File: config.mk
export PLATFORM = sky130hd
export DESIGN_NAME = flash_status_poller
export DESIGN_NICKNAME = d
export VERILOG_FILES = /design/src/flash_poll_pkg.sv /design/src/flash_read_cycle.sv /design/src/flash_status_poller.sv
export VERILOG_INCLUDE_DIRS = /design/src /design/src/src
export SDC_FILE = /design/constraint.sdc
export NUM_CORES = 1
export LEC_CHECK = 0
export BUFFER_PORTS_ARGS = -buffer_cell sky130_fd_sc_hd__buf_2
export CORE_UTILIZATION = 40
export CTS_CLUSTER_SIZE = 25
export DETAILED_ROUTE_END_ITERATION = 8
export GPL_TIMING_DRIVEN = 0
export PLACE_DENSITY_LB_ADDON = 0.08
export SKIP_LAST_GASP = 1
export SYNTH_ARGS = -nofsm -noshare
export SYNTH_HDL_FRONTEND = slang
export SYNTH_SLANG_ARGS = --single-unit
export TNS_END_PERCENT = 10
File: constraint.sdc
create_clock -name clk -period 4.3 [get_ports clk]
set_input_delay 1.29 -clock clk [delete_from_list [all_inputs] [get_ports clk]]
set_output_delay 1.29 -clock clk [all_outputs]
set_load 0.02 [all_outputs]
File: src/flash_poll_map.svh
// Register offsets, field positions and timing counts of the flash status poller
`ifndef FLASH_POLL_MAP_SVH
`define FLASH_POLL_MAP_SVH

// APB register byte offsets
`define REG_CTRL          12'h000
`define REG_STATUS        12'h004
`define REG_LIMIT         12'h008
`define REG_LAST          12'h00C
// Control fields
`define CTRL_START_BIT    0
`define CTRL_WORD_BIT     1
`define CTRL_ABORT_BIT    2
// Status fields
`define STAT_BUSY_BIT     0
`define STAT_DONE_BIT     1
`define STAT_FAIL_BIT     2
`define STAT_TMO_BIT      3
`define STAT_RDY_BIT      4
// Status bit positions in the low data byte
`define TOGGLE_ONE_POS    6
`define TIME_LIMIT_POS    5
// Reset value of the iteration limit
`define LIMIT_RESET       16'hFFFF
// Read strobe timing: 100 ns low time at 50 ns clock
`define READ_LOW_NS       100
`define CLK_NS            50
`define READ_LOW_CYC      ((`READ_LOW_NS + `CLK_NS - 1) / `CLK_NS)

`endif

File: src/flash_poll_pkg.sv
// Types shared by the flash status poller
package flash_poll_pkg;
  typedef struct packed {
    logic ce_n;
    logic oe_n;
    logic we_n;
  } strobe_t;

  typedef enum logic [1:0] {
    RES_NONE = 2'b00,
    RES_DONE = 2'b01,
    RES_FAIL = 2'b10,
    RES_TMO  = 2'b11
  } result_t;
endpackage

File: src/flash_read_cycle.sv
// One flash read cycle: assert chip and output enable, sample the data bus
`timescale 1ns/1ns
`default_nettype none
`include "flash_poll_map.svh"
module flash_read_cycle
  import flash_poll_pkg::*;
(
  // Clock and reset
  input  wire logic        clk,
  input  wire logic        rst,
  // Request
  input  wire logic        start,
  output logic             done,
  output logic [15:0]      data,
  // Flash pins
  output strobe_t          strobe,
  input  wire logic [15:0] dq_in
);
  logic [3:0] cnt;
  logic       active;
  wire        last_cycle = active && (cnt == 4'(`READ_LOW_CYC - 1));

  always_ff @(posedge clk or posedge rst)
  begin
    if (rst)
    begin
      active <= 1'b0;
      cnt    <= 4'h0;
      data   <= 16'h0000;
      done   <= 1'b0;
    end
    else
    begin
      done <= last_cycle;
      if (start && !active)
      begin
        active <= 1'b1;
        cnt    <= 4'h0;
      end
      else if (last_cycle)
      begin
        active <= 1'b0;
        data   <= dq_in;
      end
      else if (active)
        cnt <= cnt + 4'h1;
    end
  end

  // Write enable stays high so a read can never start a write cycle
  assign strobe.ce_n = ~active;
  assign strobe.oe_n = ~active;
  assign strobe.we_n = 1'b1;
endmodule // flash_read_cycle
`default_nettype wire

File: src/flash_status_poller.sv
// APB-controlled toggle-bit status poller for a parallel flash
`timescale 1ns/1ns
`default_nettype none
`include "flash_poll_map.svh"
module flash_status_poller
  import flash_poll_pkg::*;
(
  // Clock and reset
  input  wire logic        clk,
  input  wire logic        rst,
  // APB slave
  input  wire logic        psel,
  input  wire logic        penable,
  input  wire logic        pwrite,
  input  wire logic [11:0] paddr,
  input  wire logic [31:0] pwdata,
  output logic [31:0]      prdata,
  output logic             pready,
  output logic             pslverr,
  // Flash pins
  output strobe_t          flash_strobe,
  output logic             word_mode,
  output logic             top_data_or_lsb_addr_out,
  output logic             top_data_or_lsb_addr_oe,
  input  wire logic [15:0] dq_in,
  input  wire logic        ready_busy_n,
  // Busy indication to system
  output logic             poll_busy
);
  typedef enum logic [2:0] {
    ST_IDLE   = 3'b000,
    ST_READ_A = 3'b001,
    ST_READ_B = 3'b010,
    ST_CHECK  = 3'b011,
    ST_RECHK  = 3'b100
  } state_t;

  state_t      state;
  state_t      next_state;
  logic        word_cfg;
  logic [15:0] limit;
  logic [15:0] iter;
  logic [15:0] last_data;
  logic [7:0]  first_byte;
  result_t     result;
  logic        rd_start;
  logic        rd_done;
  logic [15:0] rd_data;
  logic        second_pass;

  // ----------------------------------------------------------------
  // APB decode
  // ----------------------------------------------------------------
  wire apb_wr     = psel && penable && pwrite;
  wire sel_ctrl   = (paddr == `REG_CTRL);
  wire sel_status = (paddr == `REG_STATUS);
  wire sel_limit  = (paddr == `REG_LIMIT);
  wire sel_last   = (paddr == `REG_LAST);
  wire mapped     = sel_ctrl || sel_status || sel_limit || sel_last;
  wire start_cmd  = apb_wr && sel_ctrl && pwdata[`CTRL_START_BIT];
  wire abort_cmd  = apb_wr && sel_ctrl && pwdata[`CTRL_ABORT_BIT];
  wire busy       = (state != ST_IDLE);

  assign pready  = 1'b1;
  assign pslverr = psel && penable && !mapped;
  assign prdata  = sel_ctrl   ? {30'h0, word_cfg, 1'b0} :
                   sel_status ? {27'h0, ready_busy_n, result == RES_TMO,
                                 result == RES_FAIL, result == RES_DONE, busy} :
                   sel_limit  ? {16'h0, limit} :
                   sel_last   ? {16'h0, last_data} : 32'h0000_0000;

  // ----------------------------------------------------------------
  // Toggle comparison
  // ----------------------------------------------------------------
  // Only the low byte carries status, in either width mode
  wire [7:0] new_byte = rd_data[7:0];
  wire toggling = first_byte[`TOGGLE_ONE_POS] != new_byte[`TOGGLE_ONE_POS];
  wire tl_high  = new_byte[`TIME_LIMIT_POS];
  wire at_limit = (iter >= limit);

  // ----------------------------------------------------------------
  // Poll sequence
  // ----------------------------------------------------------------
  always_comb
  begin
    next_state = state;
    case (state)
      ST_IDLE:   next_state = start_cmd ? ST_READ_A : ST_IDLE;
      ST_READ_A: next_state = rd_done ? ST_READ_B : ST_READ_A;
      ST_READ_B: next_state = rd_done ? (second_pass ? ST_RECHK : ST_CHECK) : ST_READ_B;
      ST_CHECK:  next_state = !toggling ? ST_IDLE :
                              tl_high   ? ST_READ_A :
                              at_limit  ? ST_IDLE : ST_READ_A;
      ST_RECHK:  next_state = ST_IDLE;
      default:   next_state = ST_IDLE;
    endcase
    if (abort_cmd)
      next_state = ST_IDLE;
  end

  assign rd_start = (state == ST_READ_A || state == ST_READ_B) && !rd_done;

  always_ff @(posedge clk or posedge rst)
  begin
    if (rst)
    begin
      state       <= ST_IDLE;
      word_cfg    <= 1'b0;
      limit       <= `LIMIT_RESET;
      iter        <= 16'h0000;
      last_data   <= 16'h0000;
      first_byte  <= 8'h00;
      result      <= RES_NONE;
      second_pass <= 1'b0;
    end
    else
    begin
      state <= next_state;
      if (apb_wr && sel_ctrl && !busy)
        word_cfg <= pwdata[`CTRL_WORD_BIT];
      if (apb_wr && sel_limit)
        limit <= pwdata[15:0];
      if (state == ST_READ_A && rd_done)
        first_byte <= rd_data[7:0];
      if (rd_done)
        last_data <= rd_data;
      case (state)
        ST_IDLE:
          if (start_cmd)
          begin
            // Any restart begins from the first read pair
            iter        <= 16'h0000;
            second_pass <= 1'b0;
            result      <= RES_NONE;
          end
        ST_CHECK:
          begin
            iter <= iter + 16'h0001;
            if (!toggling)
              result <= RES_DONE;
            else if (tl_high)
              second_pass <= 1'b1;
            else if (at_limit)
              result <= RES_TMO;
          end
        ST_RECHK:
          result <= toggling ? RES_FAIL : RES_DONE;
        default:
          ;
      endcase
    end
  end

  flash_read_cycle u_read (
    .clk    (clk),
    .rst    (rst),
    .start  (rd_start),
    .done   (rd_done),
    .data   (rd_data),
    .strobe (flash_strobe),
    .dq_in  (dq_in)
  );

  // Byte mode: top data pin becomes address bit, kept at zero for status reads
  assign word_mode                = word_cfg;
  assign top_data_or_lsb_addr_out = 1'b0;
  assign top_data_or_lsb_addr_oe  = !word_cfg;
  assign poll_busy                = busy;

  // ----------------------------------------------------------------
  // Assertions
  // ----------------------------------------------------------------
  no_write_strobe_a: assert property (@(posedge clk) disable iff (rst) flash_strobe.we_n)
    else $error("write enable asserted by poller");
  read_oe_pair_a: assert property (@(posedge clk) disable iff (rst)
      !flash_strobe.oe_n |-> !flash_strobe.ce_n)
    else $error("output enable without chip enable");
  stable_done_a: assert property (@(posedge clk) disable iff (rst)
      (state == ST_CHECK && !toggling) |=> (result == RES_DONE && state == ST_IDLE))
    else $error("stable toggle not reported done");
  recheck_path_a: assert property (@(posedge clk) disable iff (rst)
      (state == ST_CHECK && toggling && tl_high && !abort_cmd) |=> (state == ST_READ_A && second_pass))
    else $error("time limit high did not trigger recheck");
  timeout_flag_a: assert property (@(posedge clk) disable iff (rst)
      (state == ST_CHECK && toggling && !tl_high && at_limit) |=> result == RES_TMO)
    else $error("iteration limit not reported");
  restart_clear_a: assert property (@(posedge clk) disable iff (rst)
      (state == ST_IDLE && start_cmd) |=> (iter == 16'h0000 && !second_pass))
    else $error("restart did not begin from first step");
  two_reads_a: assert property (@(posedge clk) disable iff (rst)
      (state == ST_IDLE && start_cmd) |=> (state == ST_READ_A) ##[1:20] (state == ST_READ_B))
    else $error("status check lacks two reads");
  byte_pin_a: assert property (@(posedge clk) disable iff (rst)
      top_data_or_lsb_addr_oe == !word_mode)
    else $error("top data pin drive mismatch");
  abort_idle_a: assert property (@(posedge clk) disable iff (rst)
      abort_cmd |=> (state == ST_IDLE))
    else $error("abort did not stop the poll");
  word_lock_a: assert property (@(posedge clk) disable iff (rst)
      (busy && apb_wr && sel_ctrl) |=> (word_cfg == $past(word_cfg)))
    else $error("width select changed during a poll");
endmodule // flash_status_poller
`default_nettype wire

Yosys cells after proc, flatten, opt, wreduce, memory -nomap -nowiden
Cells that the tools add are included.
{"block": "word_totals", "reg_bits": 84, "output_inout_bits": 41, "input_bits": 66, "wordCells": 98}
{"block": "op_classes", "magnitude_cmp": 1, "reduce_logical": 33, "eq_ne": 18, "addsub": 2, "mux": 30, "bitwise": 2}
{"op": "16-bit 2-to-1 mux", "n": 5}
{"op": "16-bit case mux with 2 select lines", "n": 1}
{"op": "12-bit by 4-bit equality test with 1-bit output (second input constant)", "n": 2}
{"op": "16-bit by 1-bit adder with 16-bit output (second input constant)", "n": 1}
{"op": "16-bit >= comparator", "n": 1}
{"op": "12-bit by 3-bit equality test with 1-bit output (second input constant)", "n": 1}
{"op": "1-bit logical AND", "n": 12}
{"op": "12-bit logical NOT", "n": 1}
{"op": "2-bit 2-to-1 mux", "n": 6}
{"op": "4-bit 2-to-1 mux", "n": 3}
{"op": "3-bit case mux with 4 select lines", "n": 1}
{"op": "1-bit 2-to-1 mux", "n": 9}
{"op": "3-bit 2-to-1 mux", "n": 3}
{"op": "4-bit AND reduction", "n": 2}
{"op": "3-bit by 2-bit equality test with 1-bit output (second input constant)", "n": 2}
{"op": "2-bit != test (second input constant)", "n": 3}
{"op": "3-bit != test (second input constant)", "n": 2}
{"op": "2-bit case mux with 3 select lines", "n": 1}
{"op": "2-bit AND reduction", "n": 3}
{"op": "2-bit nonzero test", "n": 3}
{"op": "3-bit nonzero test", "n": 2}
{"op": "1-bit logical NOT", "n": 5}
{"op": "4-bit by 1-bit adder with 4-bit output (second input constant)", "n": 1}
{"op": "2-bit equality test (second input constant)", "n": 2}
{"op": "other kinds (10)", "n": 14}

Depth between registers and ports, before layout
Gate-level depths: netlist of the first run.
{"block": "depth", "word_depth": 7, "ltp_mapped": 8, "ltp_nobuf": 8}

Hierarchy
Synthesis of the first run repeated with hierarchy kept, for this count alone.
{"block": "unflattened", "cells_unflattened": 406, "area_unflattened_um2": 4350.4}
{"mod": "flash_status_poller", "cells_per_inst": 340, "seq_area_each_um2": 1421.4, "area_per_inst_um2": 3388.2, "n_inst": 1}
{"mod": "flash_read_cycle", "cells_per_inst": 66, "seq_area_each_um2": 550.5, "area_per_inst_um2": 962.2, "n_inst": 1}

Worst setup path after synthesis of the first run
OpenSTA, ideal clock, no wires.
{"block": "synth_path", "path_kind": "in2out", "start": "input paddr[1]", "end": "output prdata[10]", "cell_stages": 4, "required_ns": 3.010, "t_arrival_ns": 2.344, "path_buffers": 1, "path_slack_ns": 0.666, "path_cell_list": "nor4_4 -> nand4_1 -> clkbuf_1 -> nor2_1"}
{"block": "synth_between", "elab_chain_len": 5, "word_cells_on_any_way": 8, "cone_classes": "eq/ne: 3; mux: 4; reduce/logical: 1"}
{"element": "start, declared", "line": "flash_status_poller.sv:15", "source": "input wire logic [11:0] paddr,"}
{"element": "12-bit by 4-bit equality test with 1-bit output (no line)"}
{"element": "16-bit 2-to-1 mux", "line": "flash_status_poller.sv:70", "source": "sel_last ? {16'h0, last_data} : 32'h0000_0000;"}
{"element": "16-bit 2-to-1 mux", "line": "flash_status_poller.sv:69", "source": "sel_limit ? {16'h0, limit} :"}
{"element": "16-bit 2-to-1 mux", "line": "flash_status_poller.sv:67", "source": "sel_status ? {27'h0, ready_busy_n, result == RES_TMO,"}
{"element": "16-bit 2-to-1 mux *", "line": "flash_status_poller.sv:66", "source": "assign prdata = sel_ctrl ? {30'h0, word_cfg, 1'b0} :"}
{"element": "end, declared", "line": "flash_status_poller.sv:17", "source": "output logic [31:0] prdata,"}
Mark *: on every way between the ends. The rest lies on a longest branch, timed or not.

Worst setup path in the final report of the first run
{"block": "layout_path", "start": "input paddr[1]", "end": "output prdata[5]"}
The elaborated chain is that of the path after synthesis.

==> results of run 1 <==
-- sequential cells by signal (all words and copies together), names as in the netlist --
name and flops:
state 3, u_read.cnt 4, u_read.active 1, u_read.data 16, result 2, word_mode 1
first_byte 1, iter 16, u_read.done 1, last_data 16, second_pass 1, limit 16
-- per-layer routing --
metal | GRT usage [%] | up-vias | routed length, um | part of all wire (%)
met1 | 23.23 | 1432 | 4223 | 47
li1 | - | 1516 | - | -
met4 | 6.020 | 0 | 108 | 1.2
met3 | 4.449 | 9 | 513 | 5.7
met5 | 0 | - | 0 | 0
met2 | 28.81 | 96 | 4104 | 46
-- where the power goes --
| group | internal [mW] | leakage (nW) | switching [mW] |
|---|---|---|---|
| Combinational | 0.0534 | 1.31 | 0.0639 |
| Clock | 0.277 | 0.102 | 0.262 |
| Sequential | 0.748 | 0.978 | 0.0132 |
| Total | 1.08 | 2.39 | 0.339 |
-- cell usage in the layout (no fill, tap or decap), types with 2 or more instances in the layout --
master,n
o21ai_0,15
o31ai_1,2
ha_1,19
buf_4,21
nor2b_1,4
nand2_1,24
inv_1,23
dfrtp_1,62
o21a_1,2
o211ai_1,4
or4_1,2
nor2_1,31
a21oi_1,10
a211oi_1,3
xnor2_1,2
a31oi_1,2
nand2b_1,2
conb_1,19
a22oi_1,4
buf_2,72
buf_1,2
nand4_1,8
clkbuf_8,10
mux2i_1,14
nor4_4,2
nor3_1,3
clkinv_2,4
mux2_2,51
nand3_1,19
and3_1,4
dfstp_2,16
xor2_1,5
nand3_2,2
clkbuf_1,6
-- kinds of logic after synthesis --
| logic type | count (synthesis) | synth area share [%] |
|---|---|---|
| other | 2 | 0.1791 |
| and+or+nand+nor | 112 | 14.35 |
| adders and majority gates | 19 | 5.670 |
| muxes | 66 | 17.40 |
| xor gates and xnor gates | 7 | 1.462 |
| buffers and inverters | 56 | 7.132 |
| DFF | 78 | 47.03 |
| AOI/OAI and AO/OA | 46 | 6.774 |
-- final cells by class --
cell class,instances,area [um^2],area share (%)
Multi-Input combinational cell,269,1986,39.81
Sequential cell,78,1972,39.54
Timing Repair Buffer,71,370.4,7.426
Buffer,32,209.0,4.190
Tap cell,136,170.2,3.412
Clock buffer,10,137.6,2.760
Inverter,24,92.59,1.856
Clock inverter,5,50.05,1.004
-- worst min-delay path by stage --
stage	cells past startpoint	to
4_1_cts	1	last_data[12]$_DFFE_PP0P_
2_1_floorplan	1	iter[15]$_DFFE_PP0P_
3_5_place_dp	1	last_data[15]$_DFFE_PP0P_
5_1_grt	1	u_read.data[8]$_DFFE_PP0P_
6_report	1	last_data[15]$_DFFE_PP0P_
3_3_place_gp	1	u_read.data[8]$_DFFE_PP0P_
-- worst register-to-register path: cells and delay by family, from the launching register on --
kind | cells | cell delay, ns
AO/OA/AOI/OAI | 2 | 0.52
adder cells (fa/ha/maj) | 1 | 0.30
buffers and inverters | 1 | 0.06
flip-flops | 1 | 0.55
multiplexers | 1 | 0.31
AND/OR/NAND/NOR | 3 | 0.73
-- metrics by stage --
stage               std cells  utilization [%]  instance area (um^2)  setup slack, ns  setup TNS [ns]
floorplan                 403                -                  4257           0.6659               0
global placement          609            46.69                  4777        -0.004277         -0.1019
detailed placement        610            46.91                  4800           0.2750               0
CTS                       625            48.75                  4987           0.2696               0
global route              625            48.75                  4987           0.1616               0
finish                    625            48.75                  4987           0.2830               0
==> flow_summary.json, run 1 <==
{
  "cp_data_required_time_ns": 3.01,
  "hold_buffers": 0,
  "yosysWarnings": 0,
  "cts_resized": 0,
  "yosysSeqAreaShare_pct": 47.03,
  "ys_top_cells_by_count": "62 x dfrtp_1, 51 x mux2_2, 31 x nor2_1",
  "reg2reg_to": "result[1]$_DFFE_PP0P_",
  "rows": 37,
  "vias_per_cell": 4.885,
  "maxCapViolCount": 0,
  "crit_path_cell_trace": "buf_2 -> nor4_4 -> nand4_1 -> clkbuf_1 -> nor2_1 -> buf_2",
  "endpoint_kind": "output pin",
  "grtUsageTotal_pct": 17.82,
  "drc": 0,
  "critPathMaxStageDelay_ns": 0.35,
  "hold_start": "u_read.data[15]$_DFFE_PP0P_",
  "clock_path_buffers": 2,
  "tightest_slew_ns": 0.8264,
  "crit_path_frequent_cell": "buf_2",
  "clock_latency_ns": 0.35,
  "yosysMostFrequentCell": "dfrtp_1",
  "drive_above_1_share_pct": 38.65,
  "grt_pass1_vias": 3133,
  "synth_edf_count": 0,
  "synth_ff_type": "dfrtp_1",
  "boundaryPins": 107,
  "finalHoldViolCount": 0,
  "synthDistinctLibCells": 49,
  "crit_buf_inv": 3,
  "critPathLaunch": "paddr[1]",
  "grt-ovfl-total": 0,
  "cp_max_fo": 10,
  "dieArea_um2": 10900,
  "cts-buffers-inserted": 9,
  "nets": 570,
  "cts_tree": "yes",
  "startpoint_type": "input pin",
  "slew_headroom_pct": 44.40,
  "peakVddDrop_mv": 0.1502,
  "synth_top_area_share_pct": 37.00,
  "leakagePower_nw": 2.393,
  "grt_max_degree": 41,
  "drt-total-wl_um": 8950,
  "die_w_um": 104.4,
  "rsz0062_at_grt": "no",
  "port_buffers": 70,
  "diodes": 0,
  "final.period_utilization_pct": 93.42,
  "place.gp.congestion": 0.7556,
  "outcome": "completed",
  "hold_ws_ns": 0.5027,
  "r2r_slack_ns": 1.71,
  "critical_path.endpoint": "prdata[5]",
  "postSynthAreaPerCell_um2": 10.86,
  "nFillCells": 985,
  "initial_core_util_pct": 40.98,
  "worstSetupPathType": "in2out",
  "wl_per_cell_um": 14.32,
  "clock_sinks": 78,
  "postCtsSetupRepairBufs": 0,
  "core-area_um2": 10230,
  "power.density_nw_per_um2": 284.4,
  "finalPower_mw": 1.418,
  "cts_root_buf": "clkbuf_8",
  "grt_pass1_wl_um": 15280,
  "crit_path_top_delay_cell": "nor4_4",
  "fp.dieH_um": 104.4,
  "ff2ff_path_depth": 8,
  "synthesis.area_um2": 4193,
  "cp.depth": 6,
  "drtAntennaViolNets": 0,
  "synth_area_leaders": "dfrtp_1 37%, mux2_2 14%, dfstp_2 10%, ha_1 5.7%, buf_4 3.8%",
  "hp-class": "reg2reg",
  "synth_top_cell_by_area": "dfrtp_1",
  "max_clock_freq_ghz": 0.2489,
  "area_growth_syn_to_layout_pct": 18.95,
  "dpl.hpwl_um": 6969,
  "drt-initial-drc-count": 84,
  "drv_slew": 0,
  "skew_ns": 0.006108,
  "synthArstFlopShare_pct": 100.0,
  "crit_arrival_ns": 2.73,
  "netlist_instances": 386,
  "crit_family": "simple AND/OR/NAND/NOR gates",
  "ys_ff_latch": 78,
  "htree_levels": 3,
  "clk_pin_slew_ns": 0.08,
  "antenna_found_initial": 0,
  "finalCriticalPeriod_ns": 4.017,
  "worstReg2RegStart": "limit[9]$_DFFE_PP1P_",
  "via_count": 3053,
  "drtPass1Iterations": 4,
  "finalSetupViolCount": 0
}
Note: power is estimated with default switching activity, not from simulation.
==> run 2: changes to the inputs <==
--- a/config.mk
+++ b/config.mk
@@ -7,7 +7,7 @@
 export NUM_CORES = 1
 export LEC_CHECK = 0
 export BUFFER_PORTS_ARGS = -buffer_cell sky130_fd_sc_hd__buf_2
-export CORE_UTILIZATION = 40
+export CORE_UTILIZATION = 57
 export CTS_CLUSTER_SIZE = 25
 export DETAILED_ROUTE_END_ITERATION = 8
 export GPL_TIMING_DRIVEN = 0
==> flow_summary.json, run 2 (synthesis gave the netlist of run 1 again) <==
{
  "wl_per_cell_um": 14.53,
  "crit_family": "simple AND/OR/NAND/NOR gates",
  "port_buffers": 70,
  "drc": 0,
  "outcome": "completed",
  "worstSetupPathType": "in2out",
  "fin_cells": 586,
  "drv_slew": 0,
  "drtPass1Iterations": 4,
  "tightest_slew_ns": 0.8148,
  "cts_root_buf": "clkbuf_8",
  "ff2ff_path_depth": 8,
  "nFillCells": 527,
  "maxCapViolCount": 0,
  "initial_core_util_pct": 60.38,
  "crit_path_cell_trace": "buf_2 -> nor4_4 -> nand4_1 -> clkbuf_1 -> nor2_1 -> buf_2",
  "setup_tns_ns": 0,
  "place_inst": 570,
  "drtAntennaViolNets": 0,
  "skew_ns": 0.006803,
  "die_w_um": 87.77,
  "cp_data_required_time_ns": 3.01,
  "drt-initial-drc-count": 116,
  "crit_arrival_ns": 2.75,
  "fp.dieH_um": 87.77,
  "place.gp.congestion": 0.8401,
  "critPathMaxStageDelay_ns": 0.35,
  "crit_path_frequent_cell": "buf_2",
  "boundaryPins": 107,
  "whs_path_depth": 1,
  "seq_area_um2": 1972,
  "area_growth_syn_to_layout_pct": 18.65,
  "finalSetupViolCount": 0,
  "drive_above_1_share_pct": 38.37,
  "via_count": 3107,
  "endpoint_kind": "output pin",
  "grtUsageTotal_pct": 24.16,
  "internal_power_mw": 1.146,
  "final.period_utilization_pct": 93.95,
  "postCtsSetupRepairBufs": 0,
  "clock_sinks": 78,
  "grt_max_degree": 76,
  "crit_buf_inv": 3,
  "grt_pass1_vias": 3128,
  "max_clock_freq_ghz": 0.2475,
  "cts_resized": 0,
  "cts_tree": "yes",
  "nets": 570,
  "worstReg2RegStart": "limit[11]$_DFFE_PP1P_",
  "grt_pass1_wl_um": 14060,
  "core-area_um2": 6944,
  "p_seq_share_pct": 51.2,
  "multiInputGateArea_um2": 1986,
  "rsz0062_at_grt": "no",
  "leakagePower_nw": 2.401,
  "drt-total-wl_um": 8513,
  "clock_path_buffers": 2,
  "final_common_cell": "buf_2",
  "peakVddDrop_mv": 0.2205,
  "htree_levels": 3,
  "slew_headroom_pct": 45.18,
  "antenna_found_initial": 0,
  "hold_buffers": 0,
  "finalCriticalPeriod_ns": 4.040,
  "diodes": 0,
  "r2r_slack_ns": 1.72,
  "final_cell_mix": "72 x buf_2, 62 x dfrtp_1, 51 x mux2_2",
  "startpoint_type": "input pin",
  "holdPathEnd": "last_data[13]$_DFFE_PP0P_",
  "reg2reg_to": "result[1]$_DFFE_PP0P_",
  "cp_max_fo": 10,
  "dpl.hpwl_um": 6440,
  "clk_pin_slew_ns": 0.08,
  "clockPowerShare_pct": 40.7,
  "netSwitchingPower_mw": 0.3429,
  "rows": 30,
  "switching_share_pct": 23.04,
  "crit_path_top_delay_cell": "nor4_4",
  "pwr-share-comb_pct": 8.1,
  "final_core_utilization_pct": 71.64,
  "dieArea_um2": 7703,
  "cts-buffers-inserted": 9,
  "grt-ovfl-total": 0,
  "hp-class": "reg2reg",
  "clock_latency_ns": 0.35,
  "finalHoldViolCount": 0,
  "vias_per_cell": 5.302,
  "power.density_nw_per_um2": 299.2,
  "hold_start": "u_read.data[13]$_DFFE_PP0P_"
}
-- run 2: cell count changes in the layout (fill, tap and decap cells not counted) --
cell        change
bufinv_16       +1
buf_12          -1
clkbuf_1        +2
buf_16          +1
clkinvlp_4      +1
clkinv_2        -3
-- run 2: power by group through the flow --
stage | logic, mW | clock network, mW | registers (mW)
floorplan | 0.0789 | 0 | 0.772
global route | 0.137 | 0.645 | 0.764
global placement | 0.113 | 0 | 0.775
finish | 0.121 | 0.605 | 0.762
detailed placement | 0.121 | 0 | 0.776
CTS | 0.121 | 0.616 | 0.762
-- run 2: layer usage --
layer  up-vias  track usage, %  wire, um
li1       1511               -         -
met1      1477           30.69      3967
met2       108           40.59      3940
met3        11           5.467       481
met4         0           8.793       123
met5         -               0         0
-- run 2: through the flow --
step	power [mW]	hold WS, ns	worst slack [ns]	instance area [um^2]
after floorplan	0.8513	0.4610	0.6659	4257
after global placement	0.8882	0.4790	0.1415	4727
after detailed placement	0.8964	0.4908	0.2981	4757
after CTS	1.499	0.5024	0.2913	4975
after global routing	1.546	0.5287	0.2174	4975
final	1.489	0.5051	0.2602	4975
-- run 2: area by class of cell --
cell class	count	share of cell area [%]
repair buffers	71	7.596
plain buffers	32	4.200
clock buffers	12	2.918
inverters	24	1.861
well taps	96	2.414
multi-input cells	269	39.91
clock inverters	4	1.459
flip-flops and latches	78	39.64
-- run 2: how the worst max path moves through the flow --
| stage | from | slack, ns | cells past startpoint | to |
|---|---|---|---|---|
| after CTS | paddr[1] | 0.29 | 6 | prdata[5] |
| final | paddr[1] | 0.26 | 6 | prdata[5] |
| after detailed placement | paddr[1] | 0.30 | 6 | prdata[5] |
| after global routing | paddr[1] | 0.22 | 6 | prdata[5] |
| after global placement | rst | 0.14 | 2 | iter[2]$_DFFE_PP0P_ |
| after floorplan | paddr[1] | 0.67 | 4 | prdata[10] |
-- run 2: worst reg2reg max path, delay by kind of cell (launching register included) --
kind / cells / cell delay [ns]
mux: 1 / 0.31
fa+ha+maj: 1 / 0.31
buf+inv: 1 / 0.06
flops: 1 / 0.55
simple gates: 3 / 0.72
compound gates: 2 / 0.51
==> run 3: changes to the inputs <==
--- a/config.mk
+++ b/config.mk
@@ -11,7 +11,7 @@
 export CTS_CLUSTER_SIZE = 25
 export DETAILED_ROUTE_END_ITERATION = 8
 export GPL_TIMING_DRIVEN = 0
-export PLACE_DENSITY_LB_ADDON = 0.08
+export PLACE_DENSITY = 0.84
 export SKIP_LAST_GASP = 1
 export SYNTH_ARGS = -nofsm -noshare
 export SYNTH_HDL_FRONTEND = slang
==> flow_summary.json, run 3 (synthesis gave the netlist of run 1 again) <==
{
  "htree_levels": 3,
  "cts_root_buf": "clkbuf_8",
  "endpoint_kind": "output pin",
  "power.density_nw_per_um2": 288.6,
  "met3_length_um": 558,
  "worstSetupPathType": "in2out",
  "ff2ff_path_depth": 8,
  "skew_ns": 0.01079,
  "drc": 0,
  "grt-ovfl-total": 0,
  "crit_path_top_delay_cell": "nor4_4",
  "critPathMaxStageDelay_ns": 0.33,
  "wl_met2_um": 3903,
  "die_w_um": 87.77,
  "r2r_slack_ns": 1.72,
  "fp.dieH_um": 87.77,
  "wl_met1_um": 3871,
  "clock_sinks": 78,
  "nets": 570,
  "dp_slack_ns": 0.3082,
  "rsz0062_at_grt": "no",
  "wl_per_cell_um": 14.70,
  "clk_pin_slew_ns": 0.08,
  "cp.depth": 6,
  "maxCapViolCount": 0,
  "final_common_cell": "buf_2",
  "core-area_um2": 6944,
  "hp-class": "reg2reg",
  "hold_ws_ns": 0.4980,
  "reg2reg_to": "result[1]$_DFFE_PP0P_",
  "antenna_found_initial": 0,
  "startpoint_type": "input pin",
  "finalHoldViolCount": 0,
  "drt-initial-drc-count": 240,
  "crit_arrival_ns": 2.74,
  "drtAntennaViolNets": 0,
  "dpl.hpwl_um": 6603,
  "max_clock_freq_ghz": 0.2483,
  "highest_layer": "met4",
  "worstReg2RegStart": "limit[10]$_DFFE_PP1P_",
  "leakagePower_nw": 2.387,
  "finalPower_mw": 1.428,
  "slew_headroom_pct": 45.16,
  "final_cell_mix": "72 x buf_2, 62 x dfrtp_1, 51 x mux2_2",
  "postCtsSetupRepairBufs": 0,
  "drv_slew": 0,
  "crit_family": "simple AND/OR/NAND/NOR gates",
  "port_buffers": 70,
  "area_growth_syn_to_layout_pct": 18.02,
  "critical_path.endpoint": "prdata[5]",
  "cp_max_fo": 10,
  "drt-total-wl_um": 8614,
  "drtPass1Iterations": 4,
  "via_count": 3155,
  "clock_path_buffers": 2,
  "cts-buffers-inserted": 9,
  "boundaryPins": 107,
  "finalSetupViolCount": 0,
  "crit_path_frequent_cell": "buf_2",
  "crit_path_cell_trace": "buf_2 -> nor4_4 -> nand4_1 -> clkbuf_1 -> nor2_1 -> buf_2",
  "crit_buf_inv": 3,
  "cts_tree": "yes",
  "outcome": "completed",
  "initial_core_util_pct": 60.38,
  "place.gp.congestion": 0.8521,
  "dieArea_um2": 7703,
  "final.setup.worst_slack_ns": 0.2728,
  "hold_buffers": 0,
  "finalCriticalPeriod_ns": 4.027,
  "final.period_utilization_pct": 93.66,
  "critPathLaunch": "paddr[7]",
  "grtUsageTotal_pct": 25.19,
  "vias_per_cell": 5.384,
  "clock_latency_ns": 0.36,
  "setup_tns_ns": 0,
  "grt_pass1_vias": 3078,
  "tightest_slew_ns": 0.8150,
  "grt_max_degree": 62,
  "cp_data_required_time_ns": 3.01,
  "cts_resized": 0,
  "rows": 30,
  "grt_pass1_wl_um": 14410,
  "diodes": 0,
  "peakVddDrop_mv": 0.2196,
  "drive_above_1_share_pct": 38.57
}
-- run 3: metal layers --
layer / vias up / track usage, %
met5: - / 0
met4: 0 / 10.88
met3: 24 / 6.880
met2: 122 / 39.82
met1: 1499 / 32.71
li1: 1510 / -
-- run 3: worst register-to-register path, stage by stage, from the launching register on --
cell      delay (ns)
dfstp_2         0.55
inv_1           0.05
ha_1            0.30
nand4_1         0.13
or4_1           0.52
a221oi_1        0.31
a211o_2         0.19
nand3_2         0.11
mux2_4          0.31
-- run 3: where the power goes --
| group | total, mW | internal, mW | switching, mW |
|---|---|---|---|
| clock network | 0.544 | 0.267 | 0.277 |
| registers | 0.762 | 0.748 | 0.0140 |
| logic | 0.122 | 0.0550 | 0.0669 |
-- run 3: area by class of cell --
class | instances | area, um^2
Fill cell | 524 | 1996
Multi-Input combinational cell | 269 | 1986
Sequential cell | 78 | 1972
Timing Repair Buffer | 71 | 377.9
Buffer | 32 | 209.0
Clock buffer | 10 | 127.6
Tap cell | 96 | 120.1
Inverter | 24 | 92.59
Clock inverter | 6 | 63.81
-- run 3: how the worst min path moves through the flow --
stage | startpoint | endpoint | slack (ns) | depth (start not counted)
after detailed placement | u_read.data[13]$_DFFE_PP0P_ | u_read.data[13]$_DFFE_PP0P_ | 0.49 | 1
after global placement | iter[15]$_DFFE_PP0P_ | iter[15]$_DFFE_PP0P_ | 0.48 | 1
after global routing | u_read.data[13]$_DFFE_PP0P_ | u_read.data[13]$_DFFE_PP0P_ | 0.52 | 1
final | iter[15]$_DFFE_PP0P_ | iter[15]$_DFFE_PP0P_ | 0.50 | 1
after floorplan | iter[15]$_DFFE_PP0P_ | iter[15]$_DFFE_PP0P_ | 0.46 | 1
after CTS | iter[15]$_DFFE_PP0P_ | iter[15]$_DFFE_PP0P_ | 0.51 | 1
-- run 3: metrics by stage --
step           std cells  cell area, um^2  util (%)
6_report             586             4949     71.26
3_5_place_dp         570             4757     68.50
3_3_place_gp         569             4727     68.07
5_1_grt              586             4949     71.26
4_1_cts              586             4949     71.26
2_1_floorplan        403             4257         -
